## config.mk

```make
export PLATFORM = sky130hd
export DESIGN_NAME = lcdpsc_ctrl
export DESIGN_NICKNAME = d
export VERILOG_FILES = /design/src/design/lcdpsc_pkg.sv /design/src/design/lcdpsc_seg_map.sv /design/src/design/lcdpsc_ctrl.sv
export SDC_FILE = /design/constraint.sdc
export NUM_CORES = 1
export LEC_CHECK = 0
export BUFFER_PORTS_ARGS = -buffer_cell sky130_fd_sc_hd__buf_2
export CORE_MARGIN = 3
export CORE_UTILIZATION = 56
export DETAILED_ROUTE_END_ITERATION = 10
export PLACE_DENSITY = 0.86
export SETUP_SLACK_MARGIN = 0.5
export SYNTH_ARGS = -nofsm -noshare
export SYNTH_HDL_FRONTEND = slang
export SYNTH_SLANG_ARGS = --single-unit
```

## constraint.sdc

```tcl
create_clock -name clk_sys_i -period 4.6 [get_ports clk_sys_i]
set_input_delay 0.69 -clock clk_sys_i [delete_from_list [all_inputs] [get_ports clk_sys_i]]
set_output_delay 0.69 -clock clk_sys_i [all_outputs]
set_load 0.02 [all_outputs]
```

## src/design/lcdpsc_pkg.sv

```systemverilog
// constants, command codes and carrier types for the lcd power-save and contrast control
// assumes commands arrive as whole bytes already qualified as instruction writes
package lcdpsc_pkg;

  // ****************************************************
  // command codes, main instruction table
  // ****************************************************
  localparam logic [7:0] LCDPSC_CMD_SUB_ENTER  = 8'h70;
  localparam logic [7:0] LCDPSC_CMD_RESET      = 8'he2;
  localparam logic [7:0] LCDPSC_CMD_DISP_OFF   = 8'hae;
  localparam logic [7:0] LCDPSC_CMD_DISP_ON    = 8'haf;
  localparam logic [7:0] LCDPSC_CMD_STATIC_OFF = 8'ha4;
  localparam logic [7:0] LCDPSC_CMD_STATIC_ON  = 8'ha5;
  localparam logic [7:0] LCDPSC_CMD_SEG_NORMAL = 8'ha0;
  localparam logic [7:0] LCDPSC_CMD_SEG_REVERS = 8'ha1;
  localparam logic [7:0] LCDPSC_CMD_PWR_OFF    = 8'h2e;
  localparam logic [7:0] LCDPSC_CMD_PWR_ON     = 8'h2f;
  localparam logic [7:0] LCDPSC_CMD_DRV_OFF    = 8'he4;
  localparam logic [7:0] LCDPSC_CMD_DRV_ON     = 8'he5;
  localparam logic [5:0] LCDPSC_CMD_BOOST_PFX  = 6'h0c;

  // ****************************************************
  // command codes, sub instruction table
  // ****************************************************
  localparam logic [7:0] LCDPSC_CMD_SUB_END    = 8'h71;
  localparam logic [3:0] LCDPSC_CMD_HI_PFX     = 4'h8;
  localparam logic [3:0] LCDPSC_CMD_LO_PFX     = 4'h9;
  localparam logic [7:0] LCDPSC_CMD_EXECUTE    = 8'ha0;

  // ****************************************************
  // reset values, contrast arithmetic and last segment index
  // ****************************************************
  localparam logic [7:0] LCDPSC_CONTRAST_RST   = 8'hff;
  localparam logic [1:0] LCDPSC_BOOST_RST      = 2'h3;
  localparam logic [8:0] LCDPSC_REF_OFFSET     = 9'h02d;
  localparam logic [8:0] LCDPSC_REF_SPAN       = 9'h12c;
  localparam logic [7:0] LCDPSC_LAST_SEG       = 8'h83;

  typedef struct packed {
    logic osc;
    logic booster;
    logic regulator;
    logic follower;
  } lcdpsc_supply_type;

  typedef enum logic [1:0] {
    LCDPSC_TBL_MAIN = 2'b01,
    LCDPSC_TBL_SUB  = 2'b10
  } lcdpsc_table_type;

endpackage : lcdpsc_pkg

```

## src/design/lcdpsc_seg_map.sv

```systemverilog
// registered mapping of a display-memory column to its segment output number
// assumes the column index stays below the segment count
`timescale 1ns/10ps
module lcdpsc_seg_map
  import lcdpsc_pkg::*;
#(
  parameter int          W        = 8,
  parameter logic [7:0]  LAST_SEG = LCDPSC_LAST_SEG
) (
  input  wire logic         clk_sys_i,
  input  wire logic         nrst_i,
  input  wire logic         ce_i,
  input  wire logic         reverse_i,
  input  wire logic [W-1:0] col_i,
  output logic      [W-1:0] seg_o
);

  always_ff @(posedge clk_sys_i or negedge nrst_i) begin
    if (!nrst_i) begin
      seg_o <= '0;
    end else if (ce_i) begin
      seg_o <= reverse_i ? W'(LAST_SEG[W-1:0] - col_i) : col_i;
    end
  end

endmodule : lcdpsc_seg_map

```

## src/design/lcdpsc_ctrl.sv

```systemverilog
// power-save, drive gating, segment order and contrast code of the lcd driver
// assumes cmd_valid_i is a one-cycle strobe of an instruction byte, synchronous to clk_sys_i
`timescale 1ns/10ps

// Operation
// - driver command gates drive waveform on/off
// - display-off with static-on enters power-save
// - power-save stops oscillator and supply circuits
// - power-save forces outputs and bias to supply
// - power-save keeps memory and settings intact, except the driver-on flag
// - static-off leaves power-save at once
// - no waveform until driver-outputs-on executed
// - segment order flag reverses column mapping
// - booster runs only with a clock
// - contrast code is eight bits wide
// - reference fraction is code plus 45 over 300
// - two nibble writes, execute, then end
// - reset command loads contrast with all ones
module lcdpsc_ctrl
  import lcdpsc_pkg::*;
#(
  parameter int COL_W = 8
) (
  input  wire logic              clk_sys_i,
  input  wire logic              nrst_i,
  input  wire logic              ce_i,
  input  wire logic              cmd_valid_i,
  input  wire logic [7:0]        cmd_byte_i,
  input  wire logic              ext_clk_sel_i,
  input  wire logic [COL_W-1:0]  col_idx_i,
  output logic      [COL_W-1:0]  seg_idx_o,
  output logic                   drive_wave_o,
  output logic                   power_save_o,
  output lcdpsc_supply_type      supply_en_o,
  output logic                   outputs_to_vdd_o,
  output logic                   bias_to_vdd_o,
  output logic                   seg_reverse_o,
  output logic      [1:0]        boost_level_o,
  output logic      [7:0]        contrast_ladder_o,
  output logic      [8:0]        reference_level_o,
  output logic                   sub_mode_o
);

  // ****************************************************
  // command decode
  // ****************************************************
  lcdpsc_table_type tbl_q;
  logic             main_cmd;
  logic             sub_cmd;
  logic             disp_off_q;
  logic             static_on_q;
  logic             drv_on_q;
  logic             pwr_on_q;
  logic [3:0]       hi_q;
  logic [3:0]       lo_q;
  logic [7:0]       contrast_q;

  assign main_cmd = ce_i && cmd_valid_i && (tbl_q == LCDPSC_TBL_MAIN);
  assign sub_cmd  = ce_i && cmd_valid_i && (tbl_q == LCDPSC_TBL_SUB);

  always_ff @(posedge clk_sys_i or negedge nrst_i) begin
    if (!nrst_i) begin
      tbl_q <= LCDPSC_TBL_MAIN;
    end else begin
      case (tbl_q)
        LCDPSC_TBL_MAIN: begin
          if (main_cmd && cmd_byte_i == LCDPSC_CMD_SUB_ENTER) begin
            tbl_q <= LCDPSC_TBL_SUB;
          end
        end
        LCDPSC_TBL_SUB: begin
          if (sub_cmd && cmd_byte_i == LCDPSC_CMD_SUB_END) begin
            tbl_q <= LCDPSC_TBL_MAIN;
          end
        end
        default: tbl_q <= LCDPSC_TBL_MAIN;
      endcase
    end
  end

  // ****************************************************
  // display, static drive and power-save
  // ****************************************************
  always_ff @(posedge clk_sys_i or negedge nrst_i) begin
    if (!nrst_i) begin
      disp_off_q  <= 1'b1;
      static_on_q <= 1'b0;
    end else if (main_cmd) begin
      if (cmd_byte_i == LCDPSC_CMD_DISP_OFF) disp_off_q <= 1'b1;
      if (cmd_byte_i == LCDPSC_CMD_DISP_ON) disp_off_q <= 1'b0;
      if (cmd_byte_i == LCDPSC_CMD_STATIC_ON) static_on_q <= 1'b1;
      if (cmd_byte_i == LCDPSC_CMD_STATIC_OFF) static_on_q <= 1'b0;
    end
  end

  assign power_save_o = disp_off_q && static_on_q;

  // ****************************************************
  // driver outputs and internal supply
  // ****************************************************
  // drive flag drops inside power-save so release needs a fresh on command
  always_ff @(posedge clk_sys_i or negedge nrst_i) begin
    if (!nrst_i) begin
      drv_on_q <= 1'b0;
    end else if (ce_i) begin
      if (power_save_o) begin
        drv_on_q <= 1'b0;
      end else if (main_cmd && cmd_byte_i == LCDPSC_CMD_DRV_ON) begin
        drv_on_q <= 1'b1;
      end else if (main_cmd && cmd_byte_i == LCDPSC_CMD_DRV_OFF) begin
        drv_on_q <= 1'b0;
      end
    end
  end

  always_ff @(posedge clk_sys_i or negedge nrst_i) begin
    if (!nrst_i) begin
      pwr_on_q      <= 1'b0;
      seg_reverse_o <= 1'b0;
      boost_level_o <= LCDPSC_BOOST_RST;
    end else if (main_cmd) begin
      if (cmd_byte_i == LCDPSC_CMD_PWR_ON) pwr_on_q <= 1'b1;
      if (cmd_byte_i == LCDPSC_CMD_PWR_OFF) pwr_on_q <= 1'b0;
      if (cmd_byte_i == LCDPSC_CMD_SEG_NORMAL) seg_reverse_o <= 1'b0;
      if (cmd_byte_i == LCDPSC_CMD_SEG_REVERS) seg_reverse_o <= 1'b1;
      if (cmd_byte_i[7:2] == LCDPSC_CMD_BOOST_PFX) boost_level_o <= cmd_byte_i[1:0];
      if (cmd_byte_i == LCDPSC_CMD_RESET) boost_level_o <= LCDPSC_BOOST_RST;
    end
  end

  // settings registers except drv_on_q are untouched by power-save; only the outputs are gated
  assign drive_wave_o          = drv_on_q && !power_save_o;
  assign supply_en_o.osc       = !power_save_o;
  assign supply_en_o.booster   = pwr_on_q && !power_save_o &&
                                 (supply_en_o.osc || ext_clk_sel_i);
  assign supply_en_o.regulator = pwr_on_q && !power_save_o;
  assign supply_en_o.follower  = pwr_on_q && !power_save_o;
  assign outputs_to_vdd_o      = power_save_o;
  assign bias_to_vdd_o         = power_save_o;
  assign sub_mode_o            = (tbl_q == LCDPSC_TBL_SUB);

  // ****************************************************
  // contrast code
  // ****************************************************
  always_ff @(posedge clk_sys_i or negedge nrst_i) begin
    if (!nrst_i) begin
      hi_q <= LCDPSC_CONTRAST_RST[7:4];
      lo_q <= LCDPSC_CONTRAST_RST[3:0];
    end else if (sub_cmd) begin
      if (cmd_byte_i[7:4] == LCDPSC_CMD_HI_PFX) hi_q <= cmd_byte_i[3:0];
      if (cmd_byte_i[7:4] == LCDPSC_CMD_LO_PFX) lo_q <= cmd_byte_i[3:0];
    end
  end

  // staged nibbles only reach the ladder on execute, so half-written codes never show
  always_ff @(posedge clk_sys_i or negedge nrst_i) begin
    if (!nrst_i) begin
      contrast_q        <= LCDPSC_CONTRAST_RST;
      reference_level_o <= 9'(LCDPSC_CONTRAST_RST) + LCDPSC_REF_OFFSET;
    end else if (main_cmd && cmd_byte_i == LCDPSC_CMD_RESET) begin
      contrast_q        <= LCDPSC_CONTRAST_RST;
      reference_level_o <= 9'(LCDPSC_CONTRAST_RST) + LCDPSC_REF_OFFSET;
    end else if (sub_cmd && cmd_byte_i == LCDPSC_CMD_EXECUTE) begin
      contrast_q        <= {hi_q, lo_q};
      reference_level_o <= 9'({hi_q, lo_q}) + LCDPSC_REF_OFFSET;
    end
  end

  assign contrast_ladder_o = contrast_q;

  lcdpsc_seg_map #(
    .W        (COL_W),
    .LAST_SEG (LCDPSC_LAST_SEG)
  ) u_seg_map (
    .clk_sys_i (clk_sys_i),
    .nrst_i    (nrst_i),
    .ce_i      (ce_i),
    .reverse_i (seg_reverse_o),
    .col_i     (col_idx_i),
    .seg_o     (seg_idx_o)
  );
endmodule : lcdpsc_ctrl

```

# Yosys cells after proc, flatten, opt, wreduce, memory -nomap -nowiden
# Index checks and enable logic that the tools add are counted.
[totals]
input_bits = 21
ff_bits = 42
elab_cells = 86
output_inout_bits = 37
[classes]
reduce_logical = 31
addsub = 2
muxes = 21
n_eq_ne = 20
[ops]
columns = ["cell", "count"]
rows = [
  ["8-bit equality test, second input constant", 9],
  ["8-bit two-way mux", 3],
  ["9-bit two-way mux", 2],
  ["2-bit AND reduction", 9],
  ["8-bit by 6-bit equality test with 1-bit output, second input constant", 2],
  ["8-bit by 7-bit equality test with 1-bit output, second input constant", 2],
  ["1-bit logical AND", 13],
  ["2-bit nonzero test", 6],
  ["1-bit two-way mux", 11],
  ["8-bit by 6-bit adder with 9-bit output, second input constant", 1],
  ["4-bit equality test, second input constant", 2],
  ["2-bit two-way mux", 4],
  ["8-bit subtractor, first input constant", 1],
  ["6-bit by 4-bit equality test with 1-bit output, second input constant", 1],
  ["2-bit by 1-bit inequality test with 1-bit output, second input constant", 2],
  ["2-bit one-hot mux with 2 select lines", 1],
  ["3-bit nonzero test", 1],
  ["2-bit by 1-bit equality test with 1-bit output, second input constant", 1],
  ["2-bit equality test, second input constant", 1],
  ["1-bit zero test", 1],
  ["1-bit logical OR", 1],
]

# Longest topological paths before layout
# Gate-level depths: netlist of run 1.
[logic_depth]
depth_word = 6
depth_mapped = 6
depth_no_buf = 5

# By module
# A second synthesis of run 1 with hierarchy kept.
[hier_totals]
cells_unflattened = 187
area_unflattened_um2 = 2134.5
[modules_own_cells]
columns = ["module", "cells_each", "seq_area_each_um2", "n_inst", "area_per_inst_um2"]
rows = [
  ["lcdpsc_ctrl", 142, 880.8, 1, 1699.1],
  ["lcdpsc_seg_map", 45, 200.2, 1, 435.4],
]

# Worst setup path after synthesis of run 1
# OpenSTA, ideal clock, no wires.
[synth_path]
kind = "flip-flop to output port"
start = "reg disp_off_q"
end = "out supply_en_o[1] (netlist name)"
arrival_ps = 1171
path_buffers = 1
slack_ps = 2739
required_ps = 3910
stages_incl_launch_ff = 4
cell_sequence = "dfstp_2 nand2_1 and2_1 buf_4"
[synth_rtl]
columns = ["item", "line", "rtl"]
rows = [
  ["start, declared", "lcdpsc_ctrl.sv:50", "logic disp_off_q;"],
  ["start signal, assigned", "lcdpsc_ctrl.sv:86", "disp_off_q <= 1'b1;"],
  ["start signal, assigned", "lcdpsc_ctrl.sv:89", "if (cmd_byte_i == LCDPSC_CMD_DISP_OFF) disp_off_q <= 1'b1;"],
  ["start signal, assigned", "lcdpsc_ctrl.sv:90", "if (cmd_byte_i == LCDPSC_CMD_DISP_ON) disp_off_q <= 1'b0;"],
  ["end, declared", "lcdpsc_ctrl.sv:34", "output lcdpsc_supply_type supply_en_o,"],
]

# Worst setup path after layout of run 1
[layout_path]
start = "in ce_i"
end = "reg contrast_q[2] (netlist: contrast_ladder_o[2])"
[layout_between]
elab_chain_cells = 4
word_cells_on_any_way = 7
classes_between = "mux: 1; reduce/logical: 6"
[layout_lines]
columns = ["item", "line", "rtl"]
rows = [
  ["start, declared", "lcdpsc_ctrl.sv:26", "input wire logic ce_i,"],
  ["1-bit logical AND (*)", "lcdpsc_ctrl.sv:58, lcdpsc_ctrl.sv:59", ""],
  ["1-bit logical AND (on tied branches)", "lcdpsc_ctrl.sv:58, lcdpsc_ctrl.sv:59", ""],
  ["1-bit logical AND (on tied branches)", "lcdpsc_ctrl.sv:160, lcdpsc_ctrl.sv:163", ""],
  ["8-bit two-way mux / 2-bit nonzero test (equally long branches)", "--", ""],
  ["end signal, assigned", "lcdpsc_ctrl.sv:164", "contrast_q <= {hi_q, lo_q};"],
  ["end, declared", "lcdpsc_ctrl.sv:56", "logic [7:0] contrast_q;"],
]
# Every way passes the cells marked *; elsewhere a longest branch is shown, timed or not.
# A chain may end at the register's enable or synchronous reset.

==> flow_metrics.py, run 1 <==
metrics = {
    "power_and_ir_drop": {
        "leakage_uw": 0.00121,
        "vdd_drop_max_mv": 0.227,
        "power.density_nw_per_um2": 351,
    },
    "cts": {
        "path_clk_slew_ns": 0.08,
        "tritoncts": "yes",
        "numCtsBuffers": 5,
        "cts_hold_buf": 0,
        "post_cts_buffers": 0,
        "clock_path_buffers": 2,
        "cts_resized": 0,
        "cts-root-buf": "clkbuf_8",
        "cts_sinks": 42,
        "insertion_delay_ns": 0.30,
        "htree_levels": 2,
    },
    "worst_hold_path": {
        "hp-start": "disp_off_q",
        "min_to": "disp_off_q",
        "hold_path.class": "flip-flop to flip-flop",
        "whs_path_depth": 2,
    },
    "floorplanning": {
        "core_area_um2": 3470,
        "die_h_um": 67.4,
        "die_width_um": 67.4,
        "start_util": 0.609,
        "pin_count": 58,
        "dieArea_um2": 4540,
        "rows": 21,
    },
    "detailed_routing": {
        "vias_per_cell": 5.44,
        "ant_nets": 0,
        "avgRoutedWirePerCell_um": 14.6,
        "totalWireLength_um": 4150,
        "drtIter0Drc": 76,
        "first_pass_iters": 4,
        "dr_total_vias": 1549,
        "drc": 0,
    },
    "synth": {
        "synth_edf_count": 0,
        "yosysSeqAreaShare": 0.512,
        "synth-async-reset-ratio": 1.00,
        "synthTopCellsByArea": "dfstp_2 30%, dfrtp_1 21%, mux2_1 5.9%, o22a_1 4.1%, xnor2_1 2.5%",
        "syn_area_per_cell_um2": 11.4,
        "syn-cell-area_um2": 2110,
        "synth_nets": 208,
        "yosysMostFrequentCell": "dfstp_2",
        "synth_common_cells": "24 x dfstp_2, 18 x dfrtp_1, 11 x mux2_1, 11 x nor2_1",
        "synthFlopType": "dfstp_2",
        "yosys.area.top_type": "dfstp_2",
        "synth_seq_cells": 42,
        "synth_top_area_frac": 0.299,
        "yosysUniqueCellTypes": 49,
        "synthCells": 185,
        "yosysWarningCount": 0,
    },
    "worst_setup_path": {
        "r2r_end": "contrast_ladder_o[2]",
        "worstPathRequired_ns": 4.84,
        "crit_type": "input port to flip-flop",
        "end_kind": "flip-flop",
        "crit_fanout": 24,
        "reg2reg_depth": 4,
        "arrival_ns": 2.42,
        "reg2reg_from": "tbl_q[0]",
        "r2r_slack_ns": 2.72,
        "critPathLaunchType": "input port",
    },
    "final_layout": {
        "syn_to_final_growth_pct": 18.4,
        "drive_gt1_frac": 0.406,
        "antenna_cells": 0,
        "seqCellArea_um2": 1080,
        "nNetsFinal": 261,
        "fillers": 280,
        "multi_input_area_um2": 948,
    },
    "status": {
        "status": "complete, no violations",
    },
    "sta": {
        "fin_hold_ws_ns": 0.475,
        "report.final.slew_viol_count": 0,
        "slew_headroom": 0.397,
        "hold_viol": 0,
        "grt_setup_unrepaired": "false",
        "fin_tns_setup_ns": 0,
        "max_freq_ghz": 0.459,
        "fin_skew_ns": 0.00772,
        "worstMarginPinSlew_ns": 0.905,
        "setup_violations": 0,
        "period_share": 0.474,
        "post-route-min-period_ns": 2.18,
    },
    "global_route": {
        "track_usage": 0.212,
        "antenna_found_initial": 0,
        "overflow": 0,
        "grt_start_max_net_pins": 43,
        "grt_pass1_vias": 1506,
        "grt_pass1_wl_um": 7110,
    },
    "place": {
        "gp_routability_congestion": 0.819,
        "hpwlAfterDp_um": 3000,
        "portBuffers": 56,
    },
    "flow_run": {
        "max_cap_viol_count": 0,
    },
}
[cell usage in the layout (no fill, tap or decap), drive strengths merged, types with 6 or more instances in the layout]
cell type / instances
o22a: 10
mux2: 13
dfrtp: 18
xnor2: 6
inv: 7
nor2: 11
nand3: 8
a21oi: 10
nand2: 10
dfstp: 24
buf: 56
clkbuf: 7
xor2: 6
[worst max-delay path, cell delays in order]
cell     delay, ns
buf_2         0.30
and4b_1       0.29
nand4_2       0.52
nand2_2       0.40
o22a_1        0.20
[worst max path at each step]
stage               slack (ns)  cells after the start        from              endpoint
floorplan                 2.74                      3  disp_off_q        supply_en_o[1]
global placement          2.17                      5        ce_i  contrast_ladder_o[2]
detailed placement        2.13                      5        ce_i  contrast_ladder_o[5]
CTS                       2.46                      5        ce_i  contrast_ladder_o[5]
global route              2.23                      5        ce_i  contrast_ladder_o[6]
finish                    2.42                      5        ce_i  contrast_ladder_o[2]
[cell type report]
class | instances | area share
clock buffers | 7 | 0.0305
clock inverters | 1 | 0.0120
inverters | 7 | 0.0105
multi-input cells | 126 | 0.379
flip-flops and latches | 42 | 0.432
well taps | 46 | 0.0230
repair buffers | 56 | 0.112
[flip-flops by register name (all words and copies together) (netlist names)]
register and cells:
reference_level_o 9, contrast_ladder_o 8, u_seg_map.seg_o 8, hi_q 4
lo_q 4, boost_level_o 2, tbl_q 2, disp_off_q 1
drv_on_q 1, pwr_on_q 1, seg_reverse_o 1, static_on_q 1
[cell families (layout without fill, tap and decap cells)]
group | Yosys count | count (layout) | synth area share
and+or+nand+nor | 59 | 59 | 0.183
muxes | 18 | 18 | 0.0931
xor gates and xnor gates | 12 | 12 | 0.0498
DFF | 42 | 42 | 0.512
buffers and inverters | 17 | 71 | 0.0385
adders and majority gates | 2 | 2 | 0.0119
AOI/OAI and AO/OA | 35 | 35 | 0.112
[routing by layer]
layer  GRT usage  up-vias  wire [µm]
met1       0.265      730       1790
met3      0.0499        9        236
met2       0.341       48       2050
met4       0.111        0         75
li1            -      762          -
met5           0        -          0
[per-stage QoR]
step	cell area [µm²]	util	setup WS, ns	cells	power (µW)
2_1_floorplan	2110	-	2.74	185	546
3_3_place_gp	2390	0.690	2.17	277	597
3_5_place_dp	2390	0.690	2.13	277	602
4_1_cts	2500	0.721	2.46	285	884
5_1_grt	2500	0.721	2.23	285	922
6_report	2500	0.721	2.42	285	878
[power by group]
group,switching (µW),internal [µW],total (µW)
Clock,120,162,282
Sequential,33.9,418,452
Combinational,79.9,63.3,143
Total,234,644,878
(Power assumes the default switching activity.)
==> run 2, diff against run 1 <==
CORE_UTILIZATION = 47   (was 56)
PLACE_DENSITY = 0.77   (was 0.86)
clock period = 1.8 ns   (was 4.6 ns; I/O delays follow)
==> run 2 against run 1 <==
- die area rose by 17%
- largest cell class is now multi-input combinational cells
- clock skew is 0.0031 ns higher
- sequential power rose to 2.6 times the previous value
- power increased to 2.7 times the previous value
- count of clock-buffer cells in the layout shrank 2
- critical path depth decreased by 1
- setup slack worse by 2.3 ns
- critical endpoint is now pwr_on_q
- worst hold slack worse by 0.45 ns
- global-route usage shrank 0.75 points
- non-clock buffer count rose by 16
- via count up 7.6%
==> flow_metrics.py, run 2 (same netlist as run 1, synthesis figures left out) <==
metrics = {
    "status": {
        "status": "complete, no violations",
    },
    "place": {
        "gp_routability_congestion": 0.732,
        "hpwlAfterDp_um": 3090,
        "portBuffers": 56,
    },
    "final_layout": {
        "multi_input_area_um2": 1160,
        "largest_reg_flops": 9,
        "layout_commonest_cell": "buf_2",
        "regMostFlops": "reference_level_o",
        "antenna_cells": 0,
        "final_util": 0.702,
        "final_cell_mix": "46 x buf_2, 24 x dfstp_2, 18 x dfrtp_1",
        "nNetsFinal": 278,
        "drive_gt1_frac": 0.570,
        "seqCellArea_um2": 1080,
        "fillers": 316,
        "syn_to_final_growth_pct": 38.8,
    },
    "sta": {
        "post-route-min-period_ns": 1.71,
        "hold_viol": 0,
        "fin_tns_setup_ns": 0,
        "max_freq_ghz": 0.586,
        "setup_violations": 0,
        "fin_skew_ns": 0.0108,
        "report.final.slew_viol_count": 0,
        "period_share": 0.948,
        "worstMarginPinSlew_ns": 0.667,
        "slew_headroom": 0.554,
        "grt_setup_unrepaired": "true",
    },
    "worst_setup_path": {
        "arrival_ns": 1.88,
        "reg2reg_depth": 4,
        "r2r_slack_ns": 0.09,
        "worst_path_largest_cell_delay_ns": 0.54,
        "end_kind": "flip-flop",
        "worstPathRequired_ns": 1.98,
        "cpMaxStageDelayCell": "dfstp_2",
        "r2r_end": "pwr_on_q",
        "crit_chain": "nand4b_1 > nor4b_4 > and3b_1 > mux2_4",
        "critPathLaunchType": "flip-flop",
        "reg2reg_from": "tbl_q[0]",
        "crit_fanout": 4,
        "crit_type": "flip-flop to flip-flop",
    },
    "flow_run": {
        "max_cap_viol_count": 0,
    },
    "floorplanning": {
        "start_util": 0.506,
        "die_h_um": 73.0,
        "rows": 23,
        "dieArea_um2": 5330,
        "die_width_um": 73.0,
        "pin_count": 58,
        "core_area_um2": 4170,
    },
    "global_route": {
        "grt_start_max_net_pins": 43,
        "grt_pass1_wl_um": 8360,
        "overflow": 0,
        "track_usage": 0.205,
        "grt_pass1_vias": 1770,
        "antenna_found_initial": 0,
    },
    "cts": {
        "tritoncts": "yes",
        "path_clk_slew_ns": 0.09,
        "cts_sinks": 42,
        "clock_path_buffers": 2,
        "htree_levels": 2,
        "insertion_delay_ns": 0.29,
        "numCtsBuffers": 5,
        "cts-root-buf": "clkbuf_8",
        "cts_hold_buf": 0,
    },
    "detailed_routing": {
        "drc": 0,
        "dr_total_vias": 1667,
        "totalWireLength_um": 5180,
        "first_pass_iters": 4,
        "avgRoutedWirePerCell_um": 16.9,
        "ant_nets": 0,
        "vias_per_cell": 5.45,
        "drtIter0Drc": 81,
    },
    "power_and_ir_drop": {
        "leakage_uw": 0.00138,
        "vdd_drop_max_mv": 0.472,
        "power.internal_uw": 1700,
        "combPwrFrac": 0.192,
        "power.share.clock": 0.311,
        "pwr-share-seq": 0.498,
        "switching_share": 0.277,
        "p_switching_uw": 653,
        "power.density_nw_per_um2": 804,
    },
    "worst_hold_path": {
        "hold_path.class": "input port to async pin",
    },
}
[run 2: cell types whose count changed in the layout (fill, tap and decap cells not counted), sizes merged]
| cell | change |
|---|---|
| nand2 | +1 |
| clkbuf | -2 |
| clkinv | +2 |
| buf | +16 |
[run 2: worst max-delay path by stage]
stage | start | end | slack [ns] | cells past startpoint
final | tbl_q[0] | pwr_on_q | 0.09 | 4
after global routing | tbl_q[0] | pwr_on_q | 0.00004 | 4
after CTS | tbl_q[0] | pwr_on_q | 0.08 | 4
after detailed placement | tbl_q[0] | pwr_on_q | 0.007 | 4
after global placement | tbl_q[0] | pwr_on_q | 0.05 | 4
after floorplan | tbl_q[0] | pwr_on_q | 0.18 | 4
[run 2: area by class of cell]
class | instances | share of cell area
multi-input combinational | 127 | 0.396
clock buffer | 5 | 0.0235
timing repair buffer | 72 | 0.164
clock inverter | 3 | 0.0137
tap | 50 | 0.0213
sequential | 42 | 0.369
inverter | 7 | 0.0124
[run 2: metrics by stage]
step	std cells	worst slack (ns)	total power [µW]	hold WS [ns]	cell area [µm²]
2_1_floorplan	185	0.179	1440	-0.0256	2210
3_3_place_gp	286	0.0510	1580	0.361	2520
3_5_place_dp	286	0.00713	1590	0.362	2520
4_1_cts	303	0.0757	2360	0.0393	2870
5_1_grt	306	0.0000351	2470	0.0496	2930
6_report	306	0.0945	2360	0.0202	2930
[run 2: layer usage]
metal | track usage | vias up | share of wire
li1 | - | 799 | -
met1 | 0.261 | 815 | 0.43
met2 | 0.330 | 47 | 0.51
met3 | 0.0455 | 6 | 0.043
met4 | 0.0943 | 0 | 0.014
met5 | 0 | - | 0
[run 2: power groups by stage]
stage	sequential (µW)	clock, µW	combinational, µW
floorplan	1200	0	239
global placement	1180	0	399
detailed placement	1180	0	410
CTS	1170	749	438
global route	1190	786	496
finish	1170	732	452
[run 2: repair_timing]
action                     CTS  global route
gates resized for setup     42            10
pin swaps                   16             5
setup endpoints to repair   42            45
gates cloned                 2             0
setup buffers                7             3
[run 2: critical path: cells and delay by family, from the launching register on]
| family | cells | cell delay [ns] |
|---|---|---|
| and+or+nand+nor | 3 | 0.74 |
| muxes | 1 | 0.30 |
| DFF | 1 | 0.54 |
